[config.mk]
export PLATFORM = sky130hd
export DESIGN_NAME = te_layer1_activation_fsm
export DESIGN_NICKNAME = d
export VERILOG_FILES = /design/src/verilog/te_act_pkg.sv /design/src/verilog/line_watch_if.sv /design/src/verilog/line_watch.sv /design/src/verilog/te_layer1_activation_fsm.sv
export SDC_FILE = /design/constraint.sdc
export NUM_CORES = 1
export LEC_CHECK = 0
export BUFFER_PORTS_ARGS = -buffer_cell sky130_fd_sc_hd__buf_2
export CORE_MARGIN = 2
export CORE_UTILIZATION = 66
export CTS_CLUSTER_SIZE = 20
export DETAILED_ROUTE_END_ITERATION = 16
export HOLD_SLACK_MARGIN = 0.08
export PLACE_DENSITY_LB_ADDON = 0.3
export SLEW_MARGIN = 20
export SYNTH_ARGS = -nofsm -noshare
export SYNTH_HDL_FRONTEND = slang
export SYNTH_SLANG_ARGS = --single-unit
[constraint.sdc]
create_clock -name clk_i -period 4.6 [get_ports clk_i]
set_clock_uncertainty 0.15 [all_clocks]
set_input_delay 0.46 -clock clk_i [delete_from_list [all_inputs] [get_ports clk_i]]
set_output_delay 0.46 -clock clk_i [all_outputs]
set_load 0.005 [all_outputs]
[src/verilog/te_act_pkg.sv]
// Package: states, line signal codes and timing constants for the terminal activation FSM
`default_nettype none
package te_act_pkg;

  // ==========================================================
  // Timing
  // ==========================================================
  localparam int unsigned CLK_HZ = 20_000_000;
  localparam int unsigned ID_TIMEOUT_US = 5_000;
  // Longest time: round down
  localparam int unsigned ID_CYCLES = (ID_TIMEOUT_US * (CLK_HZ / 1_000_000));
  localparam int unsigned HOLD_MIN_MS = 500;
  localparam int unsigned HOLD_MAX_MS = 1_000;
  // Least time: round up (exact at this rate)
  localparam int unsigned HOLD_CYCLES = (HOLD_MIN_MS * (CLK_HZ / 1_000));
  // Timer T3 has no fixed value here; default is arbitrary (1 s)
  localparam int unsigned T3_MS = 1_000;
  localparam int unsigned T3_CYCLES = (T3_MS * (CLK_HZ / 1_000));
  // Contiguous ones that identify INFO 0
  localparam logic [5:0] INFO0_ONES = 6'h30;

  // ==========================================================
  // Reset values
  // ==========================================================
  localparam logic [31:0] CNT_RST = 32'h0000_0000;

  // ==========================================================
  // Types
  // ==========================================================
  typedef enum logic [3:0] {
    ST_F1_0,
    ST_F1_1,
    ST_F2,
    ST_F3,
    ST_F4,
    ST_F5,
    ST_F6,
    ST_F7,
    ST_F8
  } te_state_e;

  typedef enum logic [1:0] {
    TX_INFO0,
    TX_INFO1,
    TX_INFO3
  } tx_info_e;

endpackage : te_act_pkg
`default_nettype wire

[src/verilog/line_watch_if.sv]
// Interface: line observations passed from the watcher to the state machine
`default_nettype none
interface line_watch_if;
  logic info0_det;
  logic id_timeout;

  modport src (
    output info0_det,
    output id_timeout
  );

  modport snk (
    input info0_det,
    input id_timeout
  );
endinterface : line_watch_if
`default_nettype wire

[src/verilog/line_watch.sv]
// Module: INFO 0 detector and signal identification timeout
`default_nettype none
module line_watch #(
  parameter logic [31:0] ID_LIMIT = 32'(te_act_pkg::ID_CYCLES)
) (
  input wire logic clk_i,
  input wire logic sys_rst_i,
  input wire logic rx_bit_valid_i,
  input wire logic rx_bit_i,
  input wire logic rx_signal_i,
  input wire logic rx_info2_i,
  input wire logic rx_info4_i,
  line_watch_if.src watch
);

  logic [5:0] ones_reg;
  logic [31:0] id_cnt_reg;
  logic unknown;

  // ==========================================================
  // Contiguous ones counter
  // ==========================================================
  // Saturates so INFO 0 stays detected while ones keep coming
  always_ff @(posedge clk_i or posedge sys_rst_i)
  begin
    if (sys_rst_i)
    begin
      ones_reg <= 6'h00;
    end
    else if (rx_bit_valid_i)
    begin
      if (!rx_bit_i)
      begin
        ones_reg <= 6'h00;
      end
      else if (ones_reg != te_act_pkg::INFO0_ONES)
      begin
        ones_reg <= ones_reg + 6'h01;
      end
    end
  end

  assign watch.info0_det = (ones_reg == te_act_pkg::INFO0_ONES);

  // ==========================================================
  // Identification timeout
  // ==========================================================
  assign unknown = rx_signal_i && !rx_info2_i && !rx_info4_i;

  always_ff @(posedge clk_i or posedge sys_rst_i)
  begin
    if (sys_rst_i)
    begin
      id_cnt_reg <= te_act_pkg::CNT_RST;
    end
    else if (!unknown)
    begin
      id_cnt_reg <= te_act_pkg::CNT_RST;
    end
    else if (id_cnt_reg != ID_LIMIT)
    begin
      id_cnt_reg <= id_cnt_reg + 32'h0000_0001;
    end
  end

  assign watch.id_timeout = unknown && (id_cnt_reg == ID_LIMIT);

endmodule : line_watch
`default_nettype wire

[src/verilog/te_layer1_activation_fsm.sv]
// Module: activation/deactivation state machine of a locally powered terminal
// How it works
// - nine states; INFO 1 F4, INFO 3 F6/F7
// - local power loss forces F1.0 with indications
// - local power in F1.0 gives F1.1
// - power S presence and loss move states
// - activate request in F3 starts T3, F4
// - INFO 0 after 48 ones; T3 expiry
// - unidentified signal in F4 gives F5
// - no identification within 5 ms gives F5
// - INFO 2 and lost framing transitions
// - INFO 4 activates, stops T3, enters F7
// - F1.1 reaction depends on status mode
// - optional hold timer defers PH-DI
// - INFO 0 sent promptly after INFO 0 seen
// - unsynchronisable pattern must reach F5
`default_nettype none
module te_layer1_activation_fsm #(
  parameter logic [31:0] T3_CYCLES = 32'(te_act_pkg::T3_CYCLES),
  parameter logic [31:0] HOLD_CYCLES = 32'(te_act_pkg::HOLD_CYCLES),
  parameter logic [31:0] ID_CYCLES = 32'(te_act_pkg::ID_CYCLES)
) (
  input wire logic clk_i,
  input wire logic sys_rst_i,
  input wire logic local_power_i,
  input wire logic power_s_i,
  input wire logic rx_bit_valid_i,
  input wire logic rx_bit_i,
  input wire logic rx_signal_i,
  input wire logic rx_info2_i,
  input wire logic rx_info4_i,
  input wire logic lost_framing_i,
  input wire logic ph_act_req_i,
  input wire logic status_by_power_i,
  input wire logic hold_en_i,
  output logic [1:0] tx_info_o,
  output logic [3:0] state_o,
  output logic ph_ai_o,
  output logic ph_di_o,
  output logic mph_ai_o,
  output logic mph_di_o,
  output logic mph_ii_c_o,
  output logic mph_ii_d_o,
  output logic mph_ei1_o,
  output logic mph_ei2_o
);

  te_act_pkg::te_state_e state_reg;
  te_act_pkg::te_state_e state_next;
  te_act_pkg::tx_info_e tx_info_reg;
  te_act_pkg::tx_info_e tx_info_next;
  logic ii_c;
  logic ii_d;
  logic ai;
  logic di;
  logic ei1;
  logic ei2;
  logic t3_start;
  logic t3_stop;
  logic hold_start;
  logic t3_run_reg;
  logic [31:0] t3_cnt_reg;
  logic t3_exp;
  logic hold_pend_reg;
  logic [31:0] hold_cnt_reg;
  logic hold_done;
  logic ph_di_next;
  logic ge3;
  logic ge4;
  logic req_blocked;
  logic rx_unknown;

  line_watch_if watch ();

  line_watch #(
    .ID_LIMIT(ID_CYCLES)
  ) u_watch (
    .clk_i(clk_i),
    .sys_rst_i(sys_rst_i),
    .rx_bit_valid_i(rx_bit_valid_i),
    .rx_bit_i(rx_bit_i),
    .rx_signal_i(rx_signal_i),
    .rx_info2_i(rx_info2_i),
    .rx_info4_i(rx_info4_i),
    .watch(watch)
  );

  // ==========================================================
  // Event qualification
  // ==========================================================
  assign ge3 = (state_reg != te_act_pkg::ST_F1_0) && (state_reg != te_act_pkg::ST_F1_1)
               && (state_reg != te_act_pkg::ST_F2);
  assign ge4 = ge3 && (state_reg != te_act_pkg::ST_F3);
  // A broken receiver must not let us overlay INFO 1 on others' INFO 3
  assign req_blocked = rx_signal_i && !rx_info2_i && !rx_info4_i;
  // Timeout covers patterns we can never lock to
  assign rx_unknown = req_blocked || watch.id_timeout;

  // ==========================================================
  // Transition matrix
  // ==========================================================
  always_comb
  begin
    state_next = state_reg;
    ii_c = 1'b0;
    ii_d = 1'b0;
    ai = 1'b0;
    di = 1'b0;
    ei1 = 1'b0;
    ei2 = 1'b0;
    t3_start = 1'b0;
    t3_stop = 1'b0;
    hold_start = 1'b0;
    if (state_reg != te_act_pkg::ST_F1_0 && !local_power_i)
    begin
      state_next = te_act_pkg::ST_F1_0;
      ii_d = ge3;
      di = ge4;
    end
    else if (state_reg == te_act_pkg::ST_F1_0)
    begin
      if (local_power_i)
      begin
        state_next = te_act_pkg::ST_F1_1;
      end
    end
    else if (!power_s_i && state_reg != te_act_pkg::ST_F1_1
             && state_reg != te_act_pkg::ST_F6 && state_reg != te_act_pkg::ST_F7)
    begin
      state_next = te_act_pkg::ST_F1_1;
      ii_d = ge3;
      di = (state_reg == te_act_pkg::ST_F5) || (state_reg == te_act_pkg::ST_F8);
    end
    else
    begin
      case (state_reg)
        te_act_pkg::ST_F1_1:
        begin
          if (power_s_i)
          begin
            state_next = te_act_pkg::ST_F2;
          end
          else if (!status_by_power_i && rx_info4_i)
          begin
            state_next = te_act_pkg::ST_F7;
            ii_c = 1'b1;
            ai = 1'b1;
            t3_stop = 1'b1;
          end
          else if (!status_by_power_i && rx_info2_i)
          begin
            state_next = te_act_pkg::ST_F6;
            ii_c = 1'b1;
            t3_stop = 1'b1;
          end
        end
        te_act_pkg::ST_F2:
        begin
          if (watch.info0_det)
          begin
            state_next = te_act_pkg::ST_F3;
            ii_c = 1'b1;
          end
          else if (rx_info4_i)
          begin
            state_next = te_act_pkg::ST_F7;
            ii_c = 1'b1;
            ai = 1'b1;
          end
        end
        te_act_pkg::ST_F3, te_act_pkg::ST_F4, te_act_pkg::ST_F5:
        begin
          if (rx_info4_i)
          begin
            state_next = te_act_pkg::ST_F7;
            ai = 1'b1;
            t3_stop = 1'b1;
          end
          else if (rx_info2_i)
          begin
            state_next = te_act_pkg::ST_F6;
          end
          else if (state_reg == te_act_pkg::ST_F3)
          begin
            if (ph_act_req_i && !req_blocked)
            begin
              state_next = te_act_pkg::ST_F4;
              t3_start = 1'b1;
            end
          end
          else if (t3_exp)
          begin
            state_next = te_act_pkg::ST_F3;
            di = 1'b1;
          end
          else if (state_reg == te_act_pkg::ST_F4 && rx_unknown)
          begin
            state_next = te_act_pkg::ST_F5;
          end
        end
        te_act_pkg::ST_F6, te_act_pkg::ST_F7, te_act_pkg::ST_F8:
        begin
          if (watch.info0_det)
          begin
            state_next = te_act_pkg::ST_F3;
            di = 1'b1;
            ei2 = (state_reg == te_act_pkg::ST_F8);
            hold_start = hold_en_i && (state_reg != te_act_pkg::ST_F6);
          end
          else if (rx_info4_i && state_reg != te_act_pkg::ST_F7)
          begin
            state_next = te_act_pkg::ST_F7;
            ai = 1'b1;
            ei2 = 1'b1;
            t3_stop = 1'b1;
          end
          else if (rx_info2_i && state_reg != te_act_pkg::ST_F6)
          begin
            state_next = te_act_pkg::ST_F6;
            ei1 = (state_reg == te_act_pkg::ST_F7);
            ei2 = (state_reg == te_act_pkg::ST_F8);
          end
          else if (lost_framing_i && state_reg != te_act_pkg::ST_F8)
          begin
            state_next = te_act_pkg::ST_F8;
            ei1 = 1'b1;
          end
          else if (t3_exp)
          begin
            // F6 reports expiry but holds its state
            di = 1'b1;
            if (state_reg == te_act_pkg::ST_F8)
            begin
              state_next = te_act_pkg::ST_F3;
            end
          end
        end
        default:
        begin
          state_next = te_act_pkg::ST_F1_0;
        end
      endcase
    end
  end

  // ==========================================================
  // State and transmitted INFO
  // ==========================================================
  always_comb
  begin
    case (state_next)
      te_act_pkg::ST_F4: tx_info_next = te_act_pkg::TX_INFO1;
      te_act_pkg::ST_F6, te_act_pkg::ST_F7: tx_info_next = te_act_pkg::TX_INFO3;
      default: tx_info_next = te_act_pkg::TX_INFO0;
    endcase
  end

  // INFO changes in the cycle after detection, far inside the response window
  always_ff @(posedge clk_i or posedge sys_rst_i)
  begin
    if (sys_rst_i)
    begin
      state_reg <= te_act_pkg::ST_F1_0;
      tx_info_reg <= te_act_pkg::TX_INFO0;
    end
    else
    begin
      state_reg <= state_next;
      tx_info_reg <= tx_info_next;
    end
  end

  // ==========================================================
  // Timer T3
  // ==========================================================
  assign t3_exp = t3_run_reg && (t3_cnt_reg == T3_CYCLES - 32'h0000_0001);

  always_ff @(posedge clk_i or posedge sys_rst_i)
  begin
    if (sys_rst_i)
    begin
      t3_run_reg <= 1'b0;
      t3_cnt_reg <= te_act_pkg::CNT_RST;
    end
    else if (t3_start)
    begin
      t3_run_reg <= 1'b1;
      t3_cnt_reg <= te_act_pkg::CNT_RST;
    end
    else if (t3_stop || t3_exp || state_next == te_act_pkg::ST_F1_0
             || state_next == te_act_pkg::ST_F1_1)
    begin
      t3_run_reg <= 1'b0;
      t3_cnt_reg <= te_act_pkg::CNT_RST;
    end
    else if (t3_run_reg)
    begin
      t3_cnt_reg <= t3_cnt_reg + 32'h0000_0001;
    end
  end

  // ==========================================================
  // Deactivation hold timer
  // ==========================================================
  assign hold_done = hold_pend_reg && (hold_cnt_reg == HOLD_CYCLES - 32'h0000_0001);

  always_ff @(posedge clk_i or posedge sys_rst_i)
  begin
    if (sys_rst_i)
    begin
      hold_pend_reg <= 1'b0;
      hold_cnt_reg <= te_act_pkg::CNT_RST;
    end
    else if (hold_start)
    begin
      hold_pend_reg <= 1'b1;
      hold_cnt_reg <= te_act_pkg::CNT_RST;
    end
    else if (hold_done || di || state_next == te_act_pkg::ST_F7)
    begin
      // Re-entering F7 swallows the deferred PH-DI
      hold_pend_reg <= 1'b0;
      hold_cnt_reg <= te_act_pkg::CNT_RST;
    end
    else if (hold_pend_reg)
    begin
      hold_cnt_reg <= hold_cnt_reg + 32'h0000_0001;
    end
  end

  // ==========================================================
  // Indications
  // ==========================================================
  assign ph_di_next = (di && !hold_start) || (hold_done && state_next != te_act_pkg::ST_F7);

  always_ff @(posedge clk_i or posedge sys_rst_i)
  begin
    if (sys_rst_i)
    begin
      ph_ai_o <= 1'b0;
      ph_di_o <= 1'b0;
      mph_ai_o <= 1'b0;
      mph_di_o <= 1'b0;
      mph_ii_c_o <= 1'b0;
      mph_ii_d_o <= 1'b0;
      mph_ei1_o <= 1'b0;
      mph_ei2_o <= 1'b0;
    end
    else
    begin
      ph_ai_o <= ai;
      ph_di_o <= ph_di_next;
      mph_ai_o <= ai;
      mph_di_o <= di;
      mph_ii_c_o <= ii_c;
      mph_ii_d_o <= ii_d;
      mph_ei1_o <= ei1;
      mph_ei2_o <= ei2;
    end
  end

  assign tx_info_o = tx_info_reg;
  assign state_o = state_reg;

endmodule : te_layer1_activation_fsm
`default_nettype wire

==> results of run 1 <==
-- through the flow --
step                      hold slack (ns)  setup WS (ns)  instances
after floorplan                     0.334           1.67        544
after global placement              0.365           1.15        647
after detailed placement            0.380           1.00        647
after CTS                           0.126          0.983        663
after global routing                0.169          0.657        663
final                              0.0913          0.943        663
-- final cells by class --
type                       count  area [µm²]
multi-input combinational    424        2580
sequential                    85        2130
fill                         538        1920
timing repair buffer          30         160
clock inverter                 7         145
clock buffer                   9         124
tap                           99         124
inverter                       9        35.0
-- cells by family (layout without fill, tap and decap cells) --
| family | Yosys count | after routing | synth area share |
|---|---|---|---|
| flops | 85 | 85 | 0.435 |
| compound gates | 65 | 65 | 0.0987 |
| fa+ha+maj | 4 | 4 | 0.0102 |
| simple gates | 287 | 287 | 0.296 |
| xor+xnor | 64 | 64 | 0.115 |
| mux | 4 | 4 | 0.00844 |
| buf+inv | 35 | 55 | 0.0378 |
-- routing by layer --
| layer | track usage | wire length (µm) |
|---|---|---|
| met5 | 0 | 0 |
| met4 | 0.118 | 334 |
| met3 | 0.0520 | 635 |
| met2 | 0.436 | 5040 |
| met1 | 0.376 | 4780 |
-- Yosys cell counts, types with 5 or more instances --
cell type  count  area share
xnor2_1       23       0.041
o21ai_0       17       0.017
nor4b_1        8       0.014
nor2_1        96       0.074
inv_1          9      0.0069
nand3_1       33       0.034
xor2_1        41       0.073
clkbuf_1      14       0.011
or2_2          5      0.0064
and3_1        19       0.024
nand4_1       12       0.015
a21oi_1       13       0.013
dfrtp_1       85        0.43
nor4_1         9       0.012
nor3_1        12       0.012
nand2_1       52       0.040
and2_1         6      0.0077
buf_2          6      0.0061
-- final timing paths --
path                                          start                   to  slack (ns)  cells past startpoint
min in group clk_i                         rx_bit_i  u_watch.ones_reg[4]        0.24                      3
worst min register to register  u_watch.ones_reg[2]  u_watch.ones_reg[2]        0.39                      1
worst min-delay path                      sys_rst_i      hold_cnt_reg[6]        0.09                      2
worst max-delay path                     state_o[1]       t3_cnt_reg[22]        0.94                      8
max in group asynchronous                 sys_rst_i       t3_cnt_reg[22]        3.29                      3
worst max register to register           state_o[1]       t3_cnt_reg[22]        0.94                      8
-- where the power goes --
group	total, mW	internal (mW)	switching [mW]
logic	0.156	0.0622	0.0934
registers	0.828	0.784	0.0444
clock network	0.702	0.420	0.282
total	1.69	1.27	0.420
==> results.yml, run 1 <==
status:
  outcome: "finished, final reports clean"
floorplanning:
  dieWidth_um: 90.1
  start_util: 0.678
  rows: 31
  die_area_um2: 8120
  coreArea_um2: 7210
  io_pins: 27
  die_h_um: 90.1
cells_and_area:
  nets: 576
  stdcell_area_um2: 5300
  num_antenna_cells: 0
  drive_gt1_frac: 0.135
  layout_common_cells: "nor2_1 (96), dfrtp_1 (85), nand2_1 (52)"
  final_common_cell: "nor2_1"
  syn_to_final_growth_pct: 8.23
  final_util: 0.734
timing:
  hold_violations: 0
  period_needed_ns: 3.66
  setup_viol: 0
  fmax_mhz: 273
  tns_ns: 0
  rsz0062_at_grt: "no"
  tightest_slew_ns: 0.976
  slew_headroom: 0.332
  final_max_slew_viol_count: 0
  period_share: 0.795
global_route:
  grt_use_total: 0.276
  grt_max_degree: 55
  antenna_found_initial: 0
  grt_pass1_vias: 3881
  grt_pass1_wl_mm: 18.2
  grt_overflow: 0
placement:
  dpl.hpwl_mm: 7.46
  placed_cell_area_um2: 5030
  portBuffers: 26
  place_congestion: 0.985
drt:
  ant_nets: 0
  wire_per_inst_um: 16.3
  via_count: 4064
  drtIter0Drc: 269
  drc: 0
  wirelength_mm: 10.8
  drt_first_pass_iters: 5
  viasPerCell: 6.13
logic_synthesis:
  syn_avg_cell_area_um2: 9.00
  synth_warnings: 0
  synth-edff-count: 0
  ys_seq_area_frac: 0.435
  async_reset_ff_frac: 1.00
  syn_nets: 561
  yosys_register_bits: 85
  mappedNetlistArea_um2: 4890
  synthFlopType: "dfrtp_1"
  synth_cell_types: 70
  postSynthCellCount: 544
setup_path:
  crit_fanout: 24
  critical_path.cell_chain: "inv_1, o211a_1, o311a_2, a2111oi_0, a31oi_1, o211ai_2, buf_4, nor2_1"
  critical_path_class: "reg -> reg"
  end_kind: "flop"
  crit_family: "compound AO/OA/AOI/OAI gates"
  cp-start-kind: "flop"
  required_ns: 4.69
  slowest_delay_ns: 0.78
  slowest_stage: "a2111oi_0"
  critPathBufInv: 2
  critical_path_arrival_ns: 3.75
clock_tree:
  ctsHtreeMaxLevel: 3
  cts.clk_slew.worst_paths_ns: 0.08
  hold_buffers: 0
  numCtsBuffers: 9
  clock_latency_ns: 0.37
  cts_setup_buffers: 0
  cts_tree: "done"
  cts.sinks: 85
  cts_buffer_depth: 2
  cts_resized: 0
  cts_root_buf: "clkbuf_8"
power_and_ir_drop:
  irDropWorstVdd_uv: 221
  p_total_mw: 1.69
  p_leak_nw: 2.32
  p_per_area_nw_per_um2: 318
job:
  maxCapViolCount: 0
min_path:
  hold_path.class: "in -> async"
No activity file was read; power rests on OpenSTA's default activity.
==> run 2: changes to the inputs <==
- CORE_UTILIZATION: 66 -> 61
- clock period: 4.6 -> 3.6 ns (I/O delays scaled with it)
==> results.yml, run 2 (synthesized netlist as in run 1, its figures left out) <==
timing:
  setup_viol: 0
  hold_violations: 0
  tns_ns: 0
  setup_ws_ns: 0.303
  slew_headroom: 0.481
  fmax_mhz: 303
  tightest_slew_ns: 0.779
  period_needed_ns: 3.30
  period_share: 0.916
  final_max_slew_viol_count: 0
  rsz0062_at_grt: "no"
cells_and_area:
  num_antenna_cells: 0
  instances_no_fill: 675
  final_common_cell: "nor2_1"
  nets: 585
  drive_gt1_frac: 0.145
  syn_to_final_growth_pct: 8.57
  fillCellCount: 632
  layout_common_cells: "nor2_1 (96), dfrtp_1 (85), nand2_1 (52)"
global_route:
  grt_pass1_wl_mm: 18.8
  grt_use_total: 0.268
  grt_overflow: 0
  grt_pass1_vias: 3904
  antenna_found_initial: 0
  grt_max_degree: 66
drt:
  viasPerCell: 6.03
  wire_per_inst_um: 16.1
  via_count: 4069
  wl_met3_um: 595
  route.top_layer_used: "met4"
  drtIter0Drc: 238
  drt_first_pass_iters: 4
  drc: 0
  routed-wl-met2_mm: 5.14
  wirelength_mm: 10.9
  ant_nets: 0
  met1Wirelength_mm: 4.99
setup_path:
  slowest_delay_ns: 0.52
  slowest_stage: "or4b_1"
  critPathBufInv: 1
  crit_fanout: 33
  end_kind: "flop"
  critical_path_class: "reg -> reg"
  cp-start-kind: "flop"
  critical_path_arrival_ns: 3.37
  required_ns: 3.67
  crit_family: "simple AND/OR/NAND/NOR gates"
  reg2reg_from: "t3_cnt_reg[17]"
  ff2ff_path_depth: 8
  critical_path.cell_chain: "or4b_1, or3_4, nor3_1, a2111oi_0, buf_4, a211oi_2, a211o_4, o21ai_0"
  rrSetupSlack_ns: 0.30
  rr_endpoint: "hold_pend_reg"
floorplanning:
  die_h_um: 93.6
  io_pins: 27
  dieWidth_um: 93.6
  coreArea_um2: 7770
  die_area_um2: 8750
  rows: 32
  start_util: 0.630
clock_tree:
  cts.clk_slew.worst_paths_ns: 0.09
  cts.sinks: 85
  numCtsBuffers: 9
  cts_tree: "done"
  cts_root_buf: "clkbuf_8"
  cts_setup_buffers: 0
  cts_resized: 0
  clock_latency_ns: 0.36
  cts_buffer_depth: 2
  hold_buffers: 0
  ctsHtreeMaxLevel: 3
placement:
  detailedPlace.worstSlack_ns: 0.347
  dpl.hpwl_mm: 7.72
  dp_cells: 658
  place_congestion: 0.921
  portBuffers: 26
power_and_ir_drop:
  p_leak_nw: 2.33
  p_total_mw: 1.95
  combPwrFrac: 0.105
  p_int_mw: 1.41
  p_sw_mw: 0.539
  seqPwrFrac: 0.543
  p_per_area_nw_per_um2: 368
  power_frac_clock: 0.352
  switching_share: 0.276
  irDropWorstVdd_uv: 233
min_path:
  holdPathEnd: "u_watch.ones_reg[4]"
  min_from: "rx_bit_i"
  holdPathStages: 3
  hold_path.class: "in -> reg"
job:
  maxCapViolCount: 0
status:
  outcome: "finished, final reports clean"
## run 2: worst max-delay path by stage
stage | from | to | slack, ns | cells after the start
2_1_floorplan | t3_cnt_reg[17] | hold_cnt_reg[16] | 0.67 | 8
3_3_place_gp | t3_cnt_reg[17] | hold_pend_reg | 0.47 | 8
3_5_place_dp | t3_cnt_reg[17] | hold_pend_reg | 0.35 | 7
4_1_cts | t3_cnt_reg[17] | hold_pend_reg | 0.33 | 7
5_1_grt | t3_cnt_reg[17] | hold_pend_reg | 0.06 | 8
6_report | t3_cnt_reg[17] | hold_pend_reg | 0.30 | 8
## run 2: area by class of cell
cell class,count,area [µm²],share of cell area
clock buffer,10,128,0.0240
inverter,9,36.3,0.00683
tap,102,128,0.0240
sequential,85,2130,0.400
timing repair buffer,39,243,0.0457
multi-input combinational,424,2580,0.486
clock inverter,6,70.1,0.0132
## run 2: stage by stage
stage | area (µm²) | utilization | hold WS [ns]
floorplan | 4890 | - | 0.327
global placement | 5100 | 0.657 | 0.364
detailed placement | 5100 | 0.657 | 0.379
CTS | 5300 | 0.683 | 0.124
global route | 5310 | 0.684 | 0.166
finish | 5310 | 0.684 | 0.149
## run 2: power by group through the flow
| stage | Clock (mW) | Combinational (mW) | Sequential (mW) |
|---|---|---|---|
| floorplan | 0 | 0.157 | 1.06 |
| global placement | 0 | 0.193 | 1.07 |
| detailed placement | 0 | 0.203 | 1.08 |
| CTS | 0.698 | 0.206 | 1.06 |
| global route | 0.740 | 0.232 | 1.07 |
| finish | 0.687 | 0.206 | 1.06 |
## run 2: metal layers
metal / track usage / vias to the layer above
li1: - / 1924
met1: 0.381 / 1999
met2: 0.424 / 131
met3: 0.0508 / 15
met4: 0.0700 / 0
met5: 0 / -
## run 2: tightest hold or removal path, delay by kind of cell
| family | cells | cell delay (ns) |
|---|---|---|
| compound gates | 1 | 0.06 |
| simple gates | 1 | 0.06 |
| buf+inv | 1 | 0.15 |
==> run 3: changes to the inputs <==
- PLACE_DENSITY: unset -> 0.91
- PLACE_DENSITY_LB_ADDON: 0.3 -> unset
==> results.yml, run 3 (synthesized netlist as in run 1, its figures left out) <==
floorplanning:
  dieWidth_um: 93.6
  coreArea_um2: 7770
  rows: 32
  die_area_um2: 8750
  start_util: 0.630
  die_h_um: 93.6
  io_pins: 27
clock_tree:
  cts_setup_buffers: 0
  ctsHtreeMaxLevel: 3
  cts_buffer_depth: 2
  cts_tree: "done"
  numCtsBuffers: 9
  cts_root_buf: "clkbuf_8"
  cts.clk_slew.worst_paths_ns: 0.09
  clock_latency_ns: 0.36
  cts.sinks: 85
global_route:
  antenna_found_initial: 0
  grt_overflow: 0
  grt_pass1_vias: 3950
  grt_use_total: 0.262
  grt_max_degree: 41
  grt_pass1_wl_mm: 18.3
cells_and_area:
  syn_to_final_growth_pct: 7.98
  nets: 582
  drive_gt1_frac: 0.142
  num_antenna_cells: 0
  layout_common_cells: "nor2_1 (96), dfrtp_1 (85), nand2_1 (52)"
  instances_no_fill: 672
  final_common_cell: "nor2_1"
power_and_ir_drop:
  irDropWorstVdd_uv: 209
  p_leak_nw: 2.31
  p_per_area_nw_per_um2: 362
setup_path:
  critical_path_arrival_ns: 3.39
  crit_fanout: 33
  cp-start-kind: "flop"
  critical_path_class: "reg -> reg"
  required_ns: 3.67
  rrSetupSlack_ns: 0.27
  end_kind: "flop"
timing:
  hold_violations: 0
  fmax_mhz: 301
  tightest_slew_ns: 0.689
  final_max_slew_viol_count: 0
  period_share: 0.924
  setup_viol: 0
  tns_ns: 0
  period_needed_ns: 3.33
  rsz0062_at_grt: "no"
  slew_headroom: 0.534
drt:
  drtIter0Drc: 259
  wire_per_inst_um: 15.9
  drc: 0
  viasPerCell: 6.06
  ant_nets: 0
  drt_first_pass_iters: 5
  via_count: 4075
  wirelength_mm: 10.7
min_path:
  hold_path.class: "in -> reg"
placement:
  place_congestion: 0.997
  dpl.hpwl_mm: 7.80
  dp_cells: 655
  portBuffers: 26
job:
  maxCapViolCount: 0
status:
  outcome: "finished, final reports clean"
-- run 3: timing repair --
| action | in CTS | in global routing |
|---|---|---|
| hold buffers | 1 | 0 |
| resized for setup | 0 | 0 |
| hold endpoints to repair | 38 | 0 |
-- run 3: worst max-delay path, stage by stage (launching register included) --
cell,delay (ns)
dfrtp_1,0.42
or4b_1,0.53
or3_4,0.41
nor3_1,0.48
a2111oi_0,0.20
buf_4,0.19
a211oi_2,0.25
a211o_4,0.42
o21ai_0,0.15
-- run 3: final timing paths --
| kind | from | end | cells after the start |
|---|---|---|---|
| setup / recovery | t3_cnt_reg[17] | hold_pend_reg | 8 |
| hold / removal | rx_bit_valid_i | u_watch.ones_reg[4] | 2 |
| max in group asynchronous | sys_rst_i | hold_pend_reg | 4 |
| hold reg to reg | u_watch.ones_reg[2] | u_watch.ones_reg[2] | 1 |
| min in group asynchronous | sys_rst_i | hold_cnt_reg[11] | 3 |
| setup reg to reg | t3_cnt_reg[17] | hold_pend_reg | 8 |
-- run 3: routing by layer --
metal,GRT usage,up-vias,routed length [µm]
li1,-,1925,-
met1,0.360,1956,4740
met2,0.412,173,5020
met3,0.0685,21,791
met4,0.0737,0,153
met5,0,-,0
-- run 3: final cells by class --
| class | instances | area (µm²) |
|---|---|---|
| multi-input cells | 424 | 2580 |
| clock inverters | 7 | 68.8 |
| flip-flops and latches | 85 | 2130 |
| fillers | 590 | 2480 |
| clock buffers | 9 | 124 |
| repair buffers | 36 | 220 |
| inverters | 9 | 35.0 |
| well taps | 102 | 128 |
-- run 3: through the flow --
stage	util	power (mW)	setup WS, ns	cell area, µm²	hold WS, ns
after floorplan	-	1.22	0.669	4890	0.327
after global placement	0.654	1.26	0.471	5080	0.313
after detailed placement	0.654	1.28	0.314	5080	0.322
after CTS	0.680	1.93	0.300	5280	0.137
after global routing	0.680	2.01	0.0560	5280	0.164
final	0.680	1.91	0.274	5280	0.159
-- run 3: where the power goes --
| part | internal [mW] | total [mW] | switching (mW) |
|---|---|---|---|
| Sequential | 1.00 | 1.06 | 0.0555 |
| Combinational | 0.0843 | 0.207 | 0.123 |
| Clock | 0.267 | 0.646 | 0.379 |
